### src/core/tsi_pkg.sv
package tsi_pkg;

    // apb register byte offsets
    localparam logic [7:0] TSI_OFF_CTRL   = 8'h00; // irq control register
    localparam logic [7:0] TSI_OFF_STAT   = 8'h04; // sticky event status
    localparam logic [7:0] TSI_OFF_MASK   = 8'h08; // event mask
    localparam logic [7:0] TSI_OFF_PORT_B_PINS  = 8'h0c; // port b reference latched at control read

    // irq control register fields
    localparam int TSI_NSRC       = 3;
    localparam int TSI_BIT_TFLAG  = 0; // timer overflow flag
    localparam int TSI_BIT_EFLAG  = 1; // external pin flag
    localparam int TSI_BIT_PFLAG  = 2; // port change flag
    localparam int TSI_BIT_TEN    = 3;
    localparam int TSI_BIT_EEN    = 4;
    localparam int TSI_BIT_PEN    = 5;
    localparam int TSI_BIT_GIE    = 7;
    localparam logic [7:0] TSI_CTRL_RST = 8'h00;

    // event status bits
    localparam int TSI_EV_TAKEN   = 0; // vector taken
    localparam int TSI_EV_RETURN  = 1; // return instruction done
    localparam int TSI_EV_BLOCKED = 2; // request suppressed by nop slot
    localparam int TSI_NEV        = 3;

    // vector address and core timing
    localparam logic [12:0] TSI_VECTOR   = 13'h0004;
    localparam int          TSI_RET_CYC  = 2;
    localparam int          TSI_SYNC_LEN = 3;

    // request to the core
    typedef struct packed {
        logic        take;   // pulse: vector now
        logic [12:0] vector; // new program counter
        logic        push;   // pulse: push return address
        logic        pop;    // pulse: pop top of stack into pc
        logic        nop;    // pulse: run a nop this cycle
    } tsi_core_req_t;

    typedef enum logic [1:0] {
        TSI_RUN,
        TSI_NOP_SLOT,
        TSI_RET_WAIT
    } tsi_state_t;

endpackage

### src/core/tsi_irq_unit.sv
// Notes on behaviour
// - three sources: external pin, timer overflow, upper port b change
// - one control register holds flags, per-source enables and global enable
// - global enable at bit 7 gates every source
// - clear individual enable blocks that source only
// - reset clears the global enable
// - on accept: clear global enable, push return, load pc 0004h
// - pin events serviced three or four cycles later, any instruction
// - flags set regardless of individual or global enables
// - instruction clearing global enable makes next cycle a nop, no irq
// - suppressed requests stay pending until global enable returns
// - return instruction pops stack into pc, sets global enable, two cycles
`timescale 1ns/100ps
module tsi_irq_unit
    import tsi_pkg::*;
(
    // clock and reset
    input  wire logic                pclk,
    input  wire logic                presetn,
    // apb slave
    input  wire logic                psel,
    input  wire logic                penable,
    input  wire logic                pwrite,
    input  wire logic [7:0]          paddr,
    input  wire logic [31:0]         pwdata,
    output logic      [31:0]         prdata,
    output logic                     pready,
    output logic                     pslverr,
    // pins
    input  wire logic                ext_irq_pin,
    input  wire logic [3:0]          port_b_upper_nibble,
    // timer and core
    input  wire logic                main_timer_ovf,
    input  wire logic                instr_cycle_en,
    input  wire logic                core_gie_clear,
    input  wire logic                core_gie_set,
    input  wire logic                return_from_irq_instr,
    output tsi_pkg::tsi_core_req_t   core_req,
    output logic                     irq_req,
    output logic                     irq
);
    import tsi_pkg::*;

    logic [7:0]         irq_control_reg_q;
    logic [TSI_NEV-1:0] ev_stat_q;
    logic [TSI_NEV-1:0] ev_mask_q;
    tsi_state_t         state_q;
    logic [1:0]         ret_cnt_q;
    logic               ext_s;
    logic [3:0]         pb_s;
    logic               ext_prev_q;
    logic [3:0]         pb_prev_q;
    logic [3:0]         port_b_latch_q;
    logic [2:0]         ev_src;
    logic               wr_en;
    logic               rd_en;
    logic               ctrl_wr;
    logic               take;
    logic               pending;
    logic               global_irq_enable;
    logic [TSI_NEV-1:0] ev_now;

    // pin inputs come from another domain
    tsi_sync #(.W(5)) u_sync (
        .pclk     (pclk),
        .presetn  (presetn),
        .async_in ({ext_irq_pin, port_b_upper_nibble}),
        .sync_out ({ext_s, pb_s})
    );

    // edge and change detection on qualified pins
    always_ff @(posedge pclk or negedge presetn) begin
        if (!presetn) begin
            ext_prev_q <= 1'b0;
            pb_prev_q  <= 4'h0;
        end else begin
            ext_prev_q <= ext_s;
            pb_prev_q  <= pb_s;
        end
    end

    // source events, seen every pclk so none is missed between cycles
    always_comb begin
        ev_src                = '0;
        ev_src[TSI_BIT_TFLAG] = main_timer_ovf;
        ev_src[TSI_BIT_EFLAG] = ext_s & ~ext_prev_q;
        ev_src[TSI_BIT_PFLAG] = |(pb_s ^ port_b_latch_q);
    end

    // apb decode, zero wait states
    assign wr_en   = psel & penable & pwrite;
    assign rd_en   = psel & penable & ~pwrite;
    assign pready  = 1'b1;
    assign ctrl_wr = wr_en && (paddr == TSI_OFF_CTRL);

    always_comb begin
        pslverr = 1'b0;
        if (psel && penable) begin
            case (paddr)
                TSI_OFF_CTRL, TSI_OFF_STAT, TSI_OFF_MASK: pslverr = 1'b0;
                TSI_OFF_PORT_B_PINS: pslverr = pwrite; // read only
                default: pslverr = 1'b1;
            endcase
        end
    end

    // read data registered; a read takes the value of the setup cycle
    always_ff @(posedge pclk or negedge presetn) begin
        if (!presetn) begin
            prdata <= 32'h0000_0000;
        end else if (psel && !penable && !pwrite) begin
            case (paddr)
                TSI_OFF_CTRL:  prdata <= {24'h00_0000, irq_control_reg_q};
                TSI_OFF_STAT:  prdata <= {29'h0, ev_stat_q};
                TSI_OFF_MASK:  prdata <= {29'h0, ev_mask_q};
                TSI_OFF_PORT_B_PINS: prdata <= {28'h000_0000, port_b_latch_q};
                default:       prdata <= 32'h0000_0000;
            endcase
        end
    end

    assign global_irq_enable = irq_control_reg_q[TSI_BIT_GIE];

    // pending when a flag and its enable are both set
    assign pending = |(irq_control_reg_q[TSI_BIT_PFLAG:TSI_BIT_TFLAG]
                     & irq_control_reg_q[TSI_BIT_PEN:TSI_BIT_TEN]);
    assign irq_req = global_irq_enable & pending;

    // accept only in a normal instruction slot; nop slot blocks it
    assign take = irq_req && instr_cycle_en && (state_q == TSI_RUN)
                  && !core_gie_clear;

    // port b reference: latched when software reads the control register,
    // so a mismatch holds the change until the control register is read
    always_ff @(posedge pclk or negedge presetn) begin
        if (!presetn) begin
            port_b_latch_q <= 4'h0;
        end else if (rd_en && paddr == TSI_OFF_CTRL) begin
            port_b_latch_q <= pb_s;
        end
    end

    // control register: flags, enables, global enable
    always_ff @(posedge pclk or negedge presetn) begin
        if (!presetn) begin
            irq_control_reg_q <= TSI_CTRL_RST;
        end else begin
            if (ctrl_wr) begin
                irq_control_reg_q <= pwdata[7:0];
            end
            // set wins over software clear
            for (int i = 0; i < TSI_NSRC; i++) begin
                if (ev_src[i]) begin
                    irq_control_reg_q[i] <= 1'b1;
                end
            end
            // global enable control from the core sequencer
            if (take || core_gie_clear) begin
                irq_control_reg_q[TSI_BIT_GIE] <= 1'b0;
            end else if (core_gie_set ||
                         (state_q == TSI_RET_WAIT && ret_cnt_q == 2'd0
                          && instr_cycle_en)) begin
                irq_control_reg_q[TSI_BIT_GIE] <= 1'b1;
            end
        end
    end

    // sequencer: nop slot after a global clear, two-cycle return
    always_ff @(posedge pclk or negedge presetn) begin
        if (!presetn) begin
            state_q   <= TSI_RUN;
            ret_cnt_q <= 2'd0;
        end else if (instr_cycle_en) begin
            case (state_q)
                TSI_RUN: begin
                    if (core_gie_clear) begin
                        state_q <= TSI_NOP_SLOT;
                    end else if (return_from_irq_instr && !take) begin
                        state_q   <= TSI_RET_WAIT;
                        ret_cnt_q <= 2'(TSI_RET_CYC - 2);
                    end
                end
                TSI_NOP_SLOT: state_q <= TSI_RUN;
                TSI_RET_WAIT: begin
                    if (ret_cnt_q == 2'd0) begin
                        state_q <= TSI_RUN;
                    end else begin
                        ret_cnt_q <= ret_cnt_q - 2'd1;
                    end
                end
                default: state_q <= TSI_RUN;
            endcase
        end
    end

    // pulses to the core; handshake outputs are combinational
    always_comb begin
        core_req        = '0;
        core_req.vector = TSI_VECTOR;
        core_req.take   = take;
        core_req.push   = take;
        core_req.pop    = instr_cycle_en && state_q == TSI_RUN
                          && return_from_irq_instr && !take;
        core_req.nop    = instr_cycle_en && state_q == TSI_NOP_SLOT;
    end

    // event status and interrupt
    always_comb begin
        ev_now                 = '0;
        ev_now[TSI_EV_TAKEN]   = take;
        ev_now[TSI_EV_RETURN]  = core_req.pop;
        ev_now[TSI_EV_BLOCKED] = core_req.nop && irq_req;
    end

    always_ff @(posedge pclk or negedge presetn) begin
        if (!presetn) begin
            ev_stat_q <= '0;
            ev_mask_q <= '0;
        end else begin
            if (wr_en && paddr == TSI_OFF_MASK) begin
                ev_mask_q <= pwdata[TSI_NEV-1:0];
            end
            // write one to clear, set wins
            ev_stat_q <= (ev_stat_q &
                          ~((wr_en && paddr == TSI_OFF_STAT)
                            ? pwdata[TSI_NEV-1:0] : '0)) | ev_now;
        end
    end

    assign irq = |(ev_stat_q & ev_mask_q);

endmodule // tsi_irq_unit

### src/core/tsi_sync.sv
`timescale 1ns/100ps
// three flop synchroniser; change counts once stage two and three agree
module tsi_sync #(
    parameter int W = 1
) (
    // clock and reset
    input  wire logic         pclk,
    input  wire logic         presetn,
    // async in, qualified out
    input  wire logic [W-1:0] async_in,
    output logic      [W-1:0] sync_out
);
    logic [W-1:0] s1_q;
    logic [W-1:0] s2_q;
    logic [W-1:0] s3_q;

    // s1 feeds s2 only
    always_ff @(posedge pclk or negedge presetn) begin
        if (!presetn) begin
            s1_q     <= '0;
            s2_q     <= '0;
            s3_q     <= '0;
            sync_out <= '0;
        end else begin
            s1_q <= async_in;
            s2_q <= s1_q;
            s3_q <= s2_q;
            // per-bit agreement filter
            for (int i = 0; i < W; i++) begin
                if (s2_q[i] == s3_q[i]) begin
                    sync_out[i] <= s3_q[i];
                end
            end
        end
    end
endmodule // tsi_sync

### config.mk
export PLATFORM = sky130hd
export DESIGN_NAME = tsi_irq_unit
export DESIGN_NICKNAME = d
export VERILOG_FILES = /design/src/core/tsi_pkg.sv /design/src/core/tsi_irq_unit.sv /design/src/core/tsi_sync.sv
export SDC_FILE = /design/constraint.sdc
export NUM_CORES = 1
export LEC_CHECK = 0
export BUFFER_PORTS_ARGS = -buffer_cell sky130_fd_sc_hd__buf_2
export CAP_MARGIN = 25
export CORE_ASPECT_RATIO = 1.2
export CORE_UTILIZATION = 51
export CTS_CLUSTER_DIAMETER = 60
export DETAILED_ROUTE_END_ITERATION = 6
export GPL_TIMING_DRIVEN = 0
export PLACE_DENSITY_LB_ADDON = 0.1
export SKIP_LAST_GASP = 1
export SYNTH_ARGS = -nofsm -noshare
export SYNTH_HDL_FRONTEND = slang
export SYNTH_HIERARCHICAL = 1
export SYNTH_SLANG_ARGS = --single-unit
### constraint.sdc
create_clock -name pclk -period 2.75 [get_ports pclk]
set_input_delay 0.55 -clock pclk [delete_from_list [all_inputs] [get_ports pclk]]
set_output_delay 0.55 -clock pclk [all_outputs]
set_load 0.05 [all_outputs]
==> results by group, run 1 <==
Clocking
  • Worst-path clk slew: 0.09 ns
  • TritonCTS Buffers: 5
  • Root Buffer: clkbuf_8
  • CTS tree: done
  • Clock buffer depth: 2
  • Clock latency on the worst-skew pair: 0.31 ns
  • H-Tree Depth: 2
  • Clock Sinks: 51

Die
  • Die Span Y: 77.6 µm
  • Die width: 65.0 µm
  • Initial Util: 52.8%
  • Die ar.: 0.00504 mm²
  • Core area: 0.00459 mm²
  • # IOs: 108
  • Core Rows: 27

Placed design
  • Pre-CTS setup slack: 0.186 ns
  • Post-DP HPWL: 3.18 mm
  • Placed Cells: 339
  • Port bufs: 43
  • Placer Congestion: 0.833

Finish
  • Fillers: 364
  • Ant diodes: 0
  • Layout area overhead: 24.0%
  • Final Util: 65.5%
  • Nets@finish: 345
  • Most frequent cells in the layout: 51 x dfrtp_1, 45 x buf_2, 41 x buf_4, 38 x conb_1, 10 x inv_1
  • Most common cell after layout, fill and taps aside: dfrtp_1
  • Layout cells sized above 1: 42.1%
  • Register area: 0.00128 mm²
  • Multi-input gate area: 938 µm²
  • Fin cells: 348

Route
  • Vias: 1637
  • Detailed Routing Iterations Pass 1: 4
  • Remaining DRCs: 0
  • DRT antenna net count: 0
  • Routed wire length: 4.13 mm
  • WL per Instance: 11.9 µm
  • Via density: 4.70
  • Initial DRC count: 109

STA
  • Min Hold Slack: 0.182 ns
  • Slew HR: 56.0%
  • Minimum clock period after layout: 2.63 ns
  • Worst-margin pin slew: 0.653 ns
  • Max Fclk: 0.380 GHz
  • Tcrit/Tclk final: 95.6%
  • RSZ-0062 raised after global routing: false
  • Final TNS setup: 0 ns
  • Fin Clk Skew: 0.00842 ns
  • Final max-slew violation count: 0
  • Worst setup margin: 0.120 ns
  • Final Hold Vio Count: 0
  • Final setup viols: 0

Power and ir drop
  • PD cells: 591 mW/mm²
  • Peak VDD IR: 0.395 mV
  • Leak pwr: 1.62 nW

Critical path
  • Setup crit start kind: flop
  • Buf+Inv Stages, Crit Path: 3
  • CP Capture Type: output pin
  • Arrival @ worst endpoint: 2.08 ns
  • Critical path peak fanout: 8
  • CP peak stage delay: 0.44 ns
  • Crit Path Class: reg -> out
  • Crit path cell chain: buf_2 -> or3b_2 -> buf_2 -> o41ai_4 -> nor2_1 -> buf_2
  • Required time of the critical path: 2.20 ns
  • Top cell family by delay on the critical path: buffers and inverters
  • Slowest-stage cell, CP: or3b_2
  • Crit path top cell by count: buf_2

Logic synthesis
  • Avg Inst Size Synth: 12.1 µm²
  • Ys Warns: 6
  • Post-synth EDFFs: 0
  • Post-Synthesis Cells: 201
  • Synthesized area: 0.00243 mm²
  • Synth Register Bits: 51
  • Post-synth top area share: 52.6%
  • Ranking of synthesized cells by area: dfrtp_1 53%, buf_4 12%, mux2_2 3.2%
  • Asr flop ratio synth: 100%
  • Library cells used by synthesis: 42
  • Predominant post-synthesis flop cell: dfrtp_1
  • Synth area leader: dfrtp_1
  • Register area share after synthesis: 52.6%

Global routing
  • First-pass GRT wire length: 6.82 mm
  • GRT Resource Usage Total: 18.2%
  • Initial antenna violation count: 0
  • Vias in the first global route: 1484
  • Largest net degree at the start of global routing: 33
  • GR Overflow Total: 0

Min path
  • Hold WC Path Type: in -> async

Status
  • Status: finished clean

Run
  • Max Cap Viol: 0
area by class of cell:
cell class | count | area share [%]
Clock buffer | 5 | 2.29
Inverter | 10 | 1.25
Buffer | 46 | 10.8
Sequential cell | 51 | 42.4
Timing Repair Buffer | 45 | 8.07
Tap cell | 58 | 2.41
Clock inverter | 3 | 1.54
Multi-Input combinational cell | 130 | 31.2
logic make-up (layout without fill, tap and decap cells):
group           count (synthesis)  count (layout)  synth area share [%]
buf+inv                        56             109                  15.0
simple gates                   36              36                  9.02
other cells                     2              38                 0.310
fa+ha+maj                       6               6                  2.84
mux                            16              16                  9.33
xor+xnor                        4               4                  1.44
compound gates                 30              30                  9.49
flops                          51              51                  52.6
power breakdown:
| part | internal, mW | switching [mW] | leakage [nW] | total (mW) |
|---|---|---|---|---|
| combinational | 0.145 | 0.277 | 0.931 | 0.422 |
| sequential | 0.801 | 0.0309 | 0.634 | 0.832 |
| clock | 0.274 | 0.250 | 0.0548 | 0.524 |
| total | 1.22 | 0.558 | 1.62 | 1.78 |
per-stage QoR:
stage          power, mW  area, µm²
2_1_floorplan       1.18       2560
3_3_place_gp        1.25       2850
3_5_place_dp        1.26       2870
4_1_cts             1.79       3000
5_1_grt             1.88       3010
6_report            1.78       3010
worst paths after layout:
kind	start	to	slack [ns]	cells after the start
setup / recovery	state_q[1]	core_req[1]	0.12	6
min in group pclk	ext_irq_pin	u_sync/s1_q[4]	0.34	1
hold / removal	presetn	u_sync/s3_q[3]	0.18	1
max in group asynchronous	presetn	ev_stat_q[2]	2.04	2
hold reg to reg	u_sync/s1_q[4]	u_sync/s2_q[4]	0.36	0
setup reg to reg	state_q[1]	ret_cnt_q[1]	0.78	7
metal layers:
metal	vias up	track usage (%)	wire [µm]
li1	800	-	-
met1	770	22.6	1740
met2	61	29.0	2020
met3	6	5.15	299
met4	0	8.67	70
met5	-	0	0
flip-flops by register name (all words and copies together), names as in the netlist:
signal / cells
irq_control_reg_q: 8
prdata: 8
u_sync/s1_q: 5
u_sync/s2_q: 5
u_sync/s3_q: 5
u_sync/sync_out: 5
port_b_latch_q: 4
ev_mask_q: 3
ev_stat_q: 3
ret_cnt_q: 2
state_q: 2
ext_prev_q: 1
repair_timing:
item / in CTS / in global routing
setup buffers: 0 / 1
gates resized for setup: 1 / 1
setup endpoints to repair: 1 / 3
pin swaps: 0 / 1
hold buffers: 0 / 0
cells in the mapped netlist (3+ instances only):
cell and number:
dfrtp_1 51, buf_4 40, inv_1 10, nand2_1 8, a22o_1 7, mux2_2 7, nor2_1 7, maj3_2 5
o21ai_0 5, a21oi_1 4, clkbuf_1 4, mux2_4 4, xor2_1 4, mux4_2 3
(Power assumes the default switching activity.)
==> run 2, diff against run 1 <==
--- a/config.mk
+++ b/config.mk
@@ -8,12 +8,13 @@
 export BUFFER_PORTS_ARGS = -buffer_cell sky130_fd_sc_hd__buf_2
 export CAP_MARGIN = 25
 export CORE_ASPECT_RATIO = 1.2
-export CORE_UTILIZATION = 51
+export CORE_UTILIZATION = 47
 export CTS_CLUSTER_DIAMETER = 60
 export DETAILED_ROUTE_END_ITERATION = 6
 export GPL_TIMING_DRIVEN = 0
 export PLACE_DENSITY_LB_ADDON = 0.1
 export SKIP_LAST_GASP = 1
+export SLEW_MARGIN = 5
 export SYNTH_ARGS = -nofsm -noshare
 export SYNTH_HDL_FRONTEND = slang
 export SYNTH_HIERARCHICAL = 1
==> constraint.sdc (replaced) <==
create_clock -name pclk -period 2.9 [get_ports pclk]
set_input_delay 0.58 -clock pclk [delete_from_list [all_inputs] [get_ports pclk]]
set_output_delay 0.58 -clock pclk [all_outputs]
set_load 0.05 [all_outputs]
==> run 2 against run 1 <==
Effect of this change:
- final cell count rose by 0.29%
- non-clock buffer count is 1 lower
- sequential power shrank 5.3%
- global-route usage shrank 1.8 points
- critical path depth stayed put
- flip-flop and latch count unchanged
==> results by group, run 2 (same netlist as run 1, synthesis figures left out) <==
Placed design
  • Post-DP HPWL: 3.22 mm
  • Area after DPL: 0.00287 mm²
  • Port bufs: 43
  • Placed Cells: 341
  • Placer Congestion: 0.791

Route
  • Remaining DRCs: 0
  • Detailed Routing Iterations Pass 1: 4
  • Vias: 1607
  • Routed wire length: 4.08 mm
  • WL per Instance: 11.7 µm
  • Initial DRC count: 57
  • Via density: 4.60
  • DRT antenna net count: 0

Global routing
  • Vias in the first global route: 1448
  • GR Overflow Total: 0
  • Largest net degree at the start of global routing: 29
  • First-pass GRT wire length: 6.56 mm
  • Initial antenna violation count: 0
  • GRT Resource Usage Total: 16.5%

Critical path
  • FF-to-FF Start: state_q[1]
  • Reg2reg end: ret_cnt_q[1]
  • Setup crit start kind: flop
  • R2R setup slack: 0.94 ns
  • Slowest-stage cell, CP: o41ai_2
  • R2R depth: 6
  • Critical path peak fanout: 8
  • Crit. Startpoint: state_q[1]
  • Crit path cell chain: buf_2 -> or3b_2 -> buf_2 -> o41ai_2 -> nor2_1 -> buf_2
  • Arrival @ worst endpoint: 2.19 ns
  • CP peak stage delay: 0.46 ns
  • Crit Path Class: reg -> out
  • CP Capture Type: output pin
  • Required time of the critical path: 2.32 ns
  • Crit path top cell by count: buf_2

Finish
  • Fin area: 0.00299 mm²
  • Layout area overhead: 23.4%
  • Nets@finish: 344
  • Ant diodes: 0
  • Fin cells: 349
  • Most frequent cells in the layout: 51 x dfrtp_1, 45 x buf_2, 40 x buf_4, 38 x conb_1, 10 x inv_1
  • Top Registers: irq_control_reg_q (8), prdata (8)
  • Layout cells sized above 1: 41.5%
  • Final Util: 60.6%
  • Fillers: 427
  • Most common cell after layout, fill and taps aside: dfrtp_1

Power and ir drop
  • Clock share of power: 30.2%
  • Combinational power share: 23.3%
  • Peak VDD IR: 0.343 mV
  • Reg power frac: 46.4%
  • PD cells: 567 mW/mm²
  • Pwr Total: 1.70 mW
  • Sw Pwr: 0.517 mW
  • Sw Ratio: 30.5%
  • Leak pwr: 1.61 nW
  • Cell internal pwr: 1.18 mW

Die
  • Die Span Y: 80.7 µm
  • Initial Util: 49.1%
  • # IOs: 108
  • Die ar.: 0.00545 mm²
  • Core area: 0.00494 mm²
  • Die width: 67.6 µm
  • Core Rows: 28

Clocking
  • Root Buffer: clkbuf_8
  • Clock buffer depth: 2
  • Worst-path clk slew: 0.09 ns
  • Post-CTS Hold Buffers: 0
  • Setup bufs post-CTS: 0
  • Clock latency on the worst-skew pair: 0.30 ns
  • CTS tree: done
  • Post-CTS sizing: 0
  • TritonCTS Buffers: 5
  • H-Tree Depth: 2
  • Clock Sinks: 51

STA
  • Worst-margin pin slew: 0.654 ns
  • Slew HR: 56.0%
  • Tcrit/Tclk final: 95.4%
  • Fin Clk Skew: 0.00453 ns
  • Max Fclk: 0.362 GHz
  • Final setup viols: 0
  • Final TNS setup: 0 ns
  • Final max-slew violation count: 0
  • RSZ-0062 raised after global routing: false
  • Final Hold Vio Count: 0
  • Minimum clock period after layout: 2.77 ns

Run
  • Max Cap Viol: 0

Status
  • Status: finished clean

Min path
  • Hold WC Path Type: in -> async
## run 2: metal layers
layer	part of all wire (%)	wire length, µm	vias to the layer above	GRT usage, %
met4	1.1	45	0	5.74
met1	43	1760	743	21.2
met2	48	1970	61	26.2
li1	-	-	798	-
met3	7.3	299	5	4.55
met5	0	0	-	0
## run 2: power by group through the flow
| stage | clock, mW | sequential (mW) | combinational (mW) |
|---|---|---|---|
| 6_report | 0.513 | 0.788 | 0.395 |
| 5_1_grt | 0.563 | 0.796 | 0.438 |
| 4_1_cts | 0.532 | 0.789 | 0.397 |
| 3_5_place_dp | 0 | 0.803 | 0.396 |
| 3_3_place_gp | 0 | 0.801 | 0.388 |
| 2_1_floorplan | 0 | 0.796 | 0.321 |
## run 2: final cells by class
class / instances / area [µm²] / area share, %
buffer: 46 / 325 / 10.9
sequential: 51 / 1280 / 42.6
tap: 60 / 75.1 / 2.51
clock inverter: 2 / 38.8 / 1.30
clock buffer: 6 / 82.6 / 2.76
multi-input combinational: 130 / 922 / 30.8
timing repair buffer: 44 / 235 / 7.86
inverter: 10 / 37.5 / 1.25
## run 2: how the worst max path moves through the flow
stage	end	slack [ns]	cells past startpoint
finish	core_req[1]	0.13	6
detailed placement	core_req[1]	0.27	6
global placement	core_req[1]	0.29	6
global route	core_req[1]	0.003	6
CTS	core_req[1]	0.11	6
floorplan	core_req[0]	0.47	2
## run 2: per-stage QoR
step | setup slack [ns] | hold slack [ns]
6_report | 0.135 | 0.250
3_5_place_dp | 0.266 | 0.336
3_3_place_gp | 0.294 | 0.331
4_1_cts | 0.106 | 0.256
2_1_floorplan | 0.473 | 0.284
5_1_grt | 0.00341 | 0.283
## run 2: critical path, delay by kind of cell, from the launching register on
kind,cells,cell delay (ns)
AND/OR/NAND/NOR,2,0.51
buffers and inverters,3,0.56
flip-flops,1,0.36
AO/OA/AOI/OAI,1,0.46
==> run 3, diff against run 2 <==
--- a/config.mk
+++ b/config.mk
@@ -5,13 +5,14 @@
 export SDC_FILE = /design/constraint.sdc
 export NUM_CORES = 1
 export LEC_CHECK = 0
-export BUFFER_PORTS_ARGS = -buffer_cell sky130_fd_sc_hd__buf_2
+export BUFFER_PORTS_ARGS = -buffer_cell sky130_fd_sc_hd__buf_4
 export CAP_MARGIN = 25
 export CORE_ASPECT_RATIO = 1.2
 export CORE_UTILIZATION = 47
 export CTS_CLUSTER_DIAMETER = 60
 export DETAILED_ROUTE_END_ITERATION = 6
 export GPL_TIMING_DRIVEN = 0
+export MAX_ROUTING_LAYER = met4
 export PLACE_DENSITY_LB_ADDON = 0.1
 export SKIP_LAST_GASP = 1
 export SLEW_MARGIN = 5
==> run 3 against run 2 <==
Effect of this change:
- sequential share of layout area down 1.1 points
- hold slack better by 0.041 ns
- die area unchanged
- power down 1.6%
- cell area up 2.7%
- core utilization up 1.6 points
- via count up 2.6%
- clock skew up 0.0072 ns
- sequential power about the same
- clock-buffer cell count unchanged
- setup slack better by 0.084 ns
- largest cell class unchanged
==> results by group, run 3 (same netlist as run 1, synthesis figures left out) <==
STA
  • Fin Clk Skew: 0.0117 ns
  • Worst setup margin: 0.218 ns
  • RSZ-0062 raised after global routing: false
  • Final Hold Vio Count: 0
  • Minimum clock period after layout: 2.68 ns
  • Final setup viols: 0
  • Min Hold Slack: 0.291 ns
  • Max Fclk: 0.373 GHz
  • Tcrit/Tclk final: 92.5%
  • Final max-slew violation count: 0
  • Final TNS setup: 0 ns
  • Slew HR: 55.6%
  • Worst-margin pin slew: 0.660 ns

Route
  • Initial DRC count: 109
  • Remaining DRCs: 0
  • Detailed Routing Iterations Pass 1: 4
  • DRT antenna net count: 0
  • Routed wire length: 4.22 mm
  • Vias: 1649
  • Via density: 4.75
  • WL per Instance: 12.2 µm

Critical path
  • Arrival @ worst endpoint: 2.10 ns
  • Buf+Inv Stages, Crit Path: 4
  • Required time of the critical path: 2.32 ns
  • Critical path peak fanout: 8
  • R2R depth: 6
  • R2R setup slack: 1.07 ns
  • Setup crit start kind: flop
  • CP peak stage delay: 0.44 ns
  • Cell depth of the worst setup path: 6
  • Crit path cell chain: buf_2 -> or3b_2 -> buf_2 -> nor3_1 -> buf_4 -> buf_4
  • End of the critical path: core_req[2]
  • FF-to-FF Start: state_q[1]
  • Top cell family by delay on the critical path: simple AND/OR/NAND/NOR gates
  • Crit. Startpoint: state_q[1]
  • CP Capture Type: output pin
  • Reg2reg end: ret_cnt_q[1]
  • Slowest-stage cell, CP: or3b_2
  • Crit Path Class: reg -> out

Placed design
  • Post-DP HPWL: 3.26 mm
  • Pre-CTS setup slack: 0.329 ns
  • Placer Congestion: 0.807
  • Area after DPL: 0.00296 mm²
  • Port bufs: 43

Power and ir drop
  • Pwr Total: 1.67 mW
  • Leak pwr: 1.62 nW
  • PD cells: 543 mW/mm²
  • Clock share of power: 28.0%
  • Combinational power share: 24.7%
  • Sw Ratio: 30.4%
  • Sw Pwr: 0.508 mW
  • Peak VDD IR: 0.273 mV
  • Cell internal pwr: 1.16 mW
  • Reg power frac: 47.3%

Min path
  • Hold WC Path Type: in -> async

Finish
  • Fillers: 425
  • Layout cells sized above 1: 40.8%
  • Ant diodes: 0
  • Most common cell after layout, fill and taps aside: buf_4
  • Layout area overhead: 26.7%
  • Multi-input gate area: 933 µm²
  • Register area: 0.00128 mm²
  • Fin area: 0.00307 mm²
  • Nets@finish: 343
  • Most frequent cells in the layout: 83 x buf_4, 51 x dfrtp_1, 38 x conb_1, 10 x inv_1, 8 x nand2_1
  • Top Registers: irq_control_reg_q (8), prdata (8)

Clocking
  • Setup bufs post-CTS: 0
  • H-Tree Depth: 2
  • Clock Sinks: 51
  • Worst-path clk slew: 0.09 ns
  • Clock latency on the worst-skew pair: 0.30 ns
  • Clock buffer depth: 2
  • Root Buffer: clkbuf_8
  • TritonCTS Buffers: 5
  • Post-CTS Hold Buffers: 0
  • Post-CTS sizing: 0
  • CTS tree: done

Global routing
  • Vias in the first global route: 1503
  • Initial antenna violation count: 0
  • GRT Resource Usage Total: 17.4%
  • GR Overflow Total: 0
  • Largest net degree at the start of global routing: 52
  • First-pass GRT wire length: 6.68 mm

Die
  • Core area: 0.00494 mm²
  • Die ar.: 0.00545 mm²
  • Die Span Y: 80.7 µm
  • Initial Util: 49.1%
  • # IOs: 108
  • Die width: 67.6 µm
  • Core Rows: 28

Run
  • Max Cap Viol: 0

Status
  • Status: finished clean
[run 3: power groups by stage]
stage | Clock (mW) | Sequential (mW) | Combinational, mW
floorplan | 0 | 0.796 | 0.321
global placement | 0 | 0.801 | 0.401
detailed placement | 0 | 0.803 | 0.411
CTS | 0.483 | 0.789 | 0.411
global route | 0.518 | 0.796 | 0.450
finish | 0.467 | 0.790 | 0.413
[run 3: area by class of cell]
cell class              instances  area share [%]
flip-flops and latches         51            41.5
multi-input cells             130            30.4
plain buffers                  46            10.6
clock inverters                 1           0.977
inverters                      10            1.22
repair buffers                 43            10.5
clock buffers                   6            2.36
well taps                      60            2.44
[run 3: how the worst min path moves through the flow]
stage / slack, ns / to / cells past startpoint
final: 0.29 / prdata[0] / 1
after global routing: 0.34 / prdata[0] / 1
after CTS: 0.32 / prdata[0] / 1
after detailed placement: 0.33 / u_sync/s2_q[0] / 0
after floorplan: 0.28 / ev_mask_q[0] / 0
after global placement: 0.33 / u_sync/s2_q[1] / 0
[run 3: per-layer routing]
layer / part of all wire, % / track usage (%) / wire length (µm) / vias to the layer above
met5: 0 / - / 0 / -
met4: 2.1 / 8.30 / 88 / 0
met3: 8.1 / 4.40 / 342 / 8
met2: 50 / 27.6 / 2120 / 74
met1: 40 / 20.4 / 1670 / 773
li1: - / - / - / 794
[run 3: metrics by stage]
stage          cells  util, %
6_report         347     62.2
5_1_grt          347     62.2
2_1_floorplan    237        -
3_3_place_gp     340     59.9
3_5_place_dp     340     59.9
4_1_cts          347     62.0
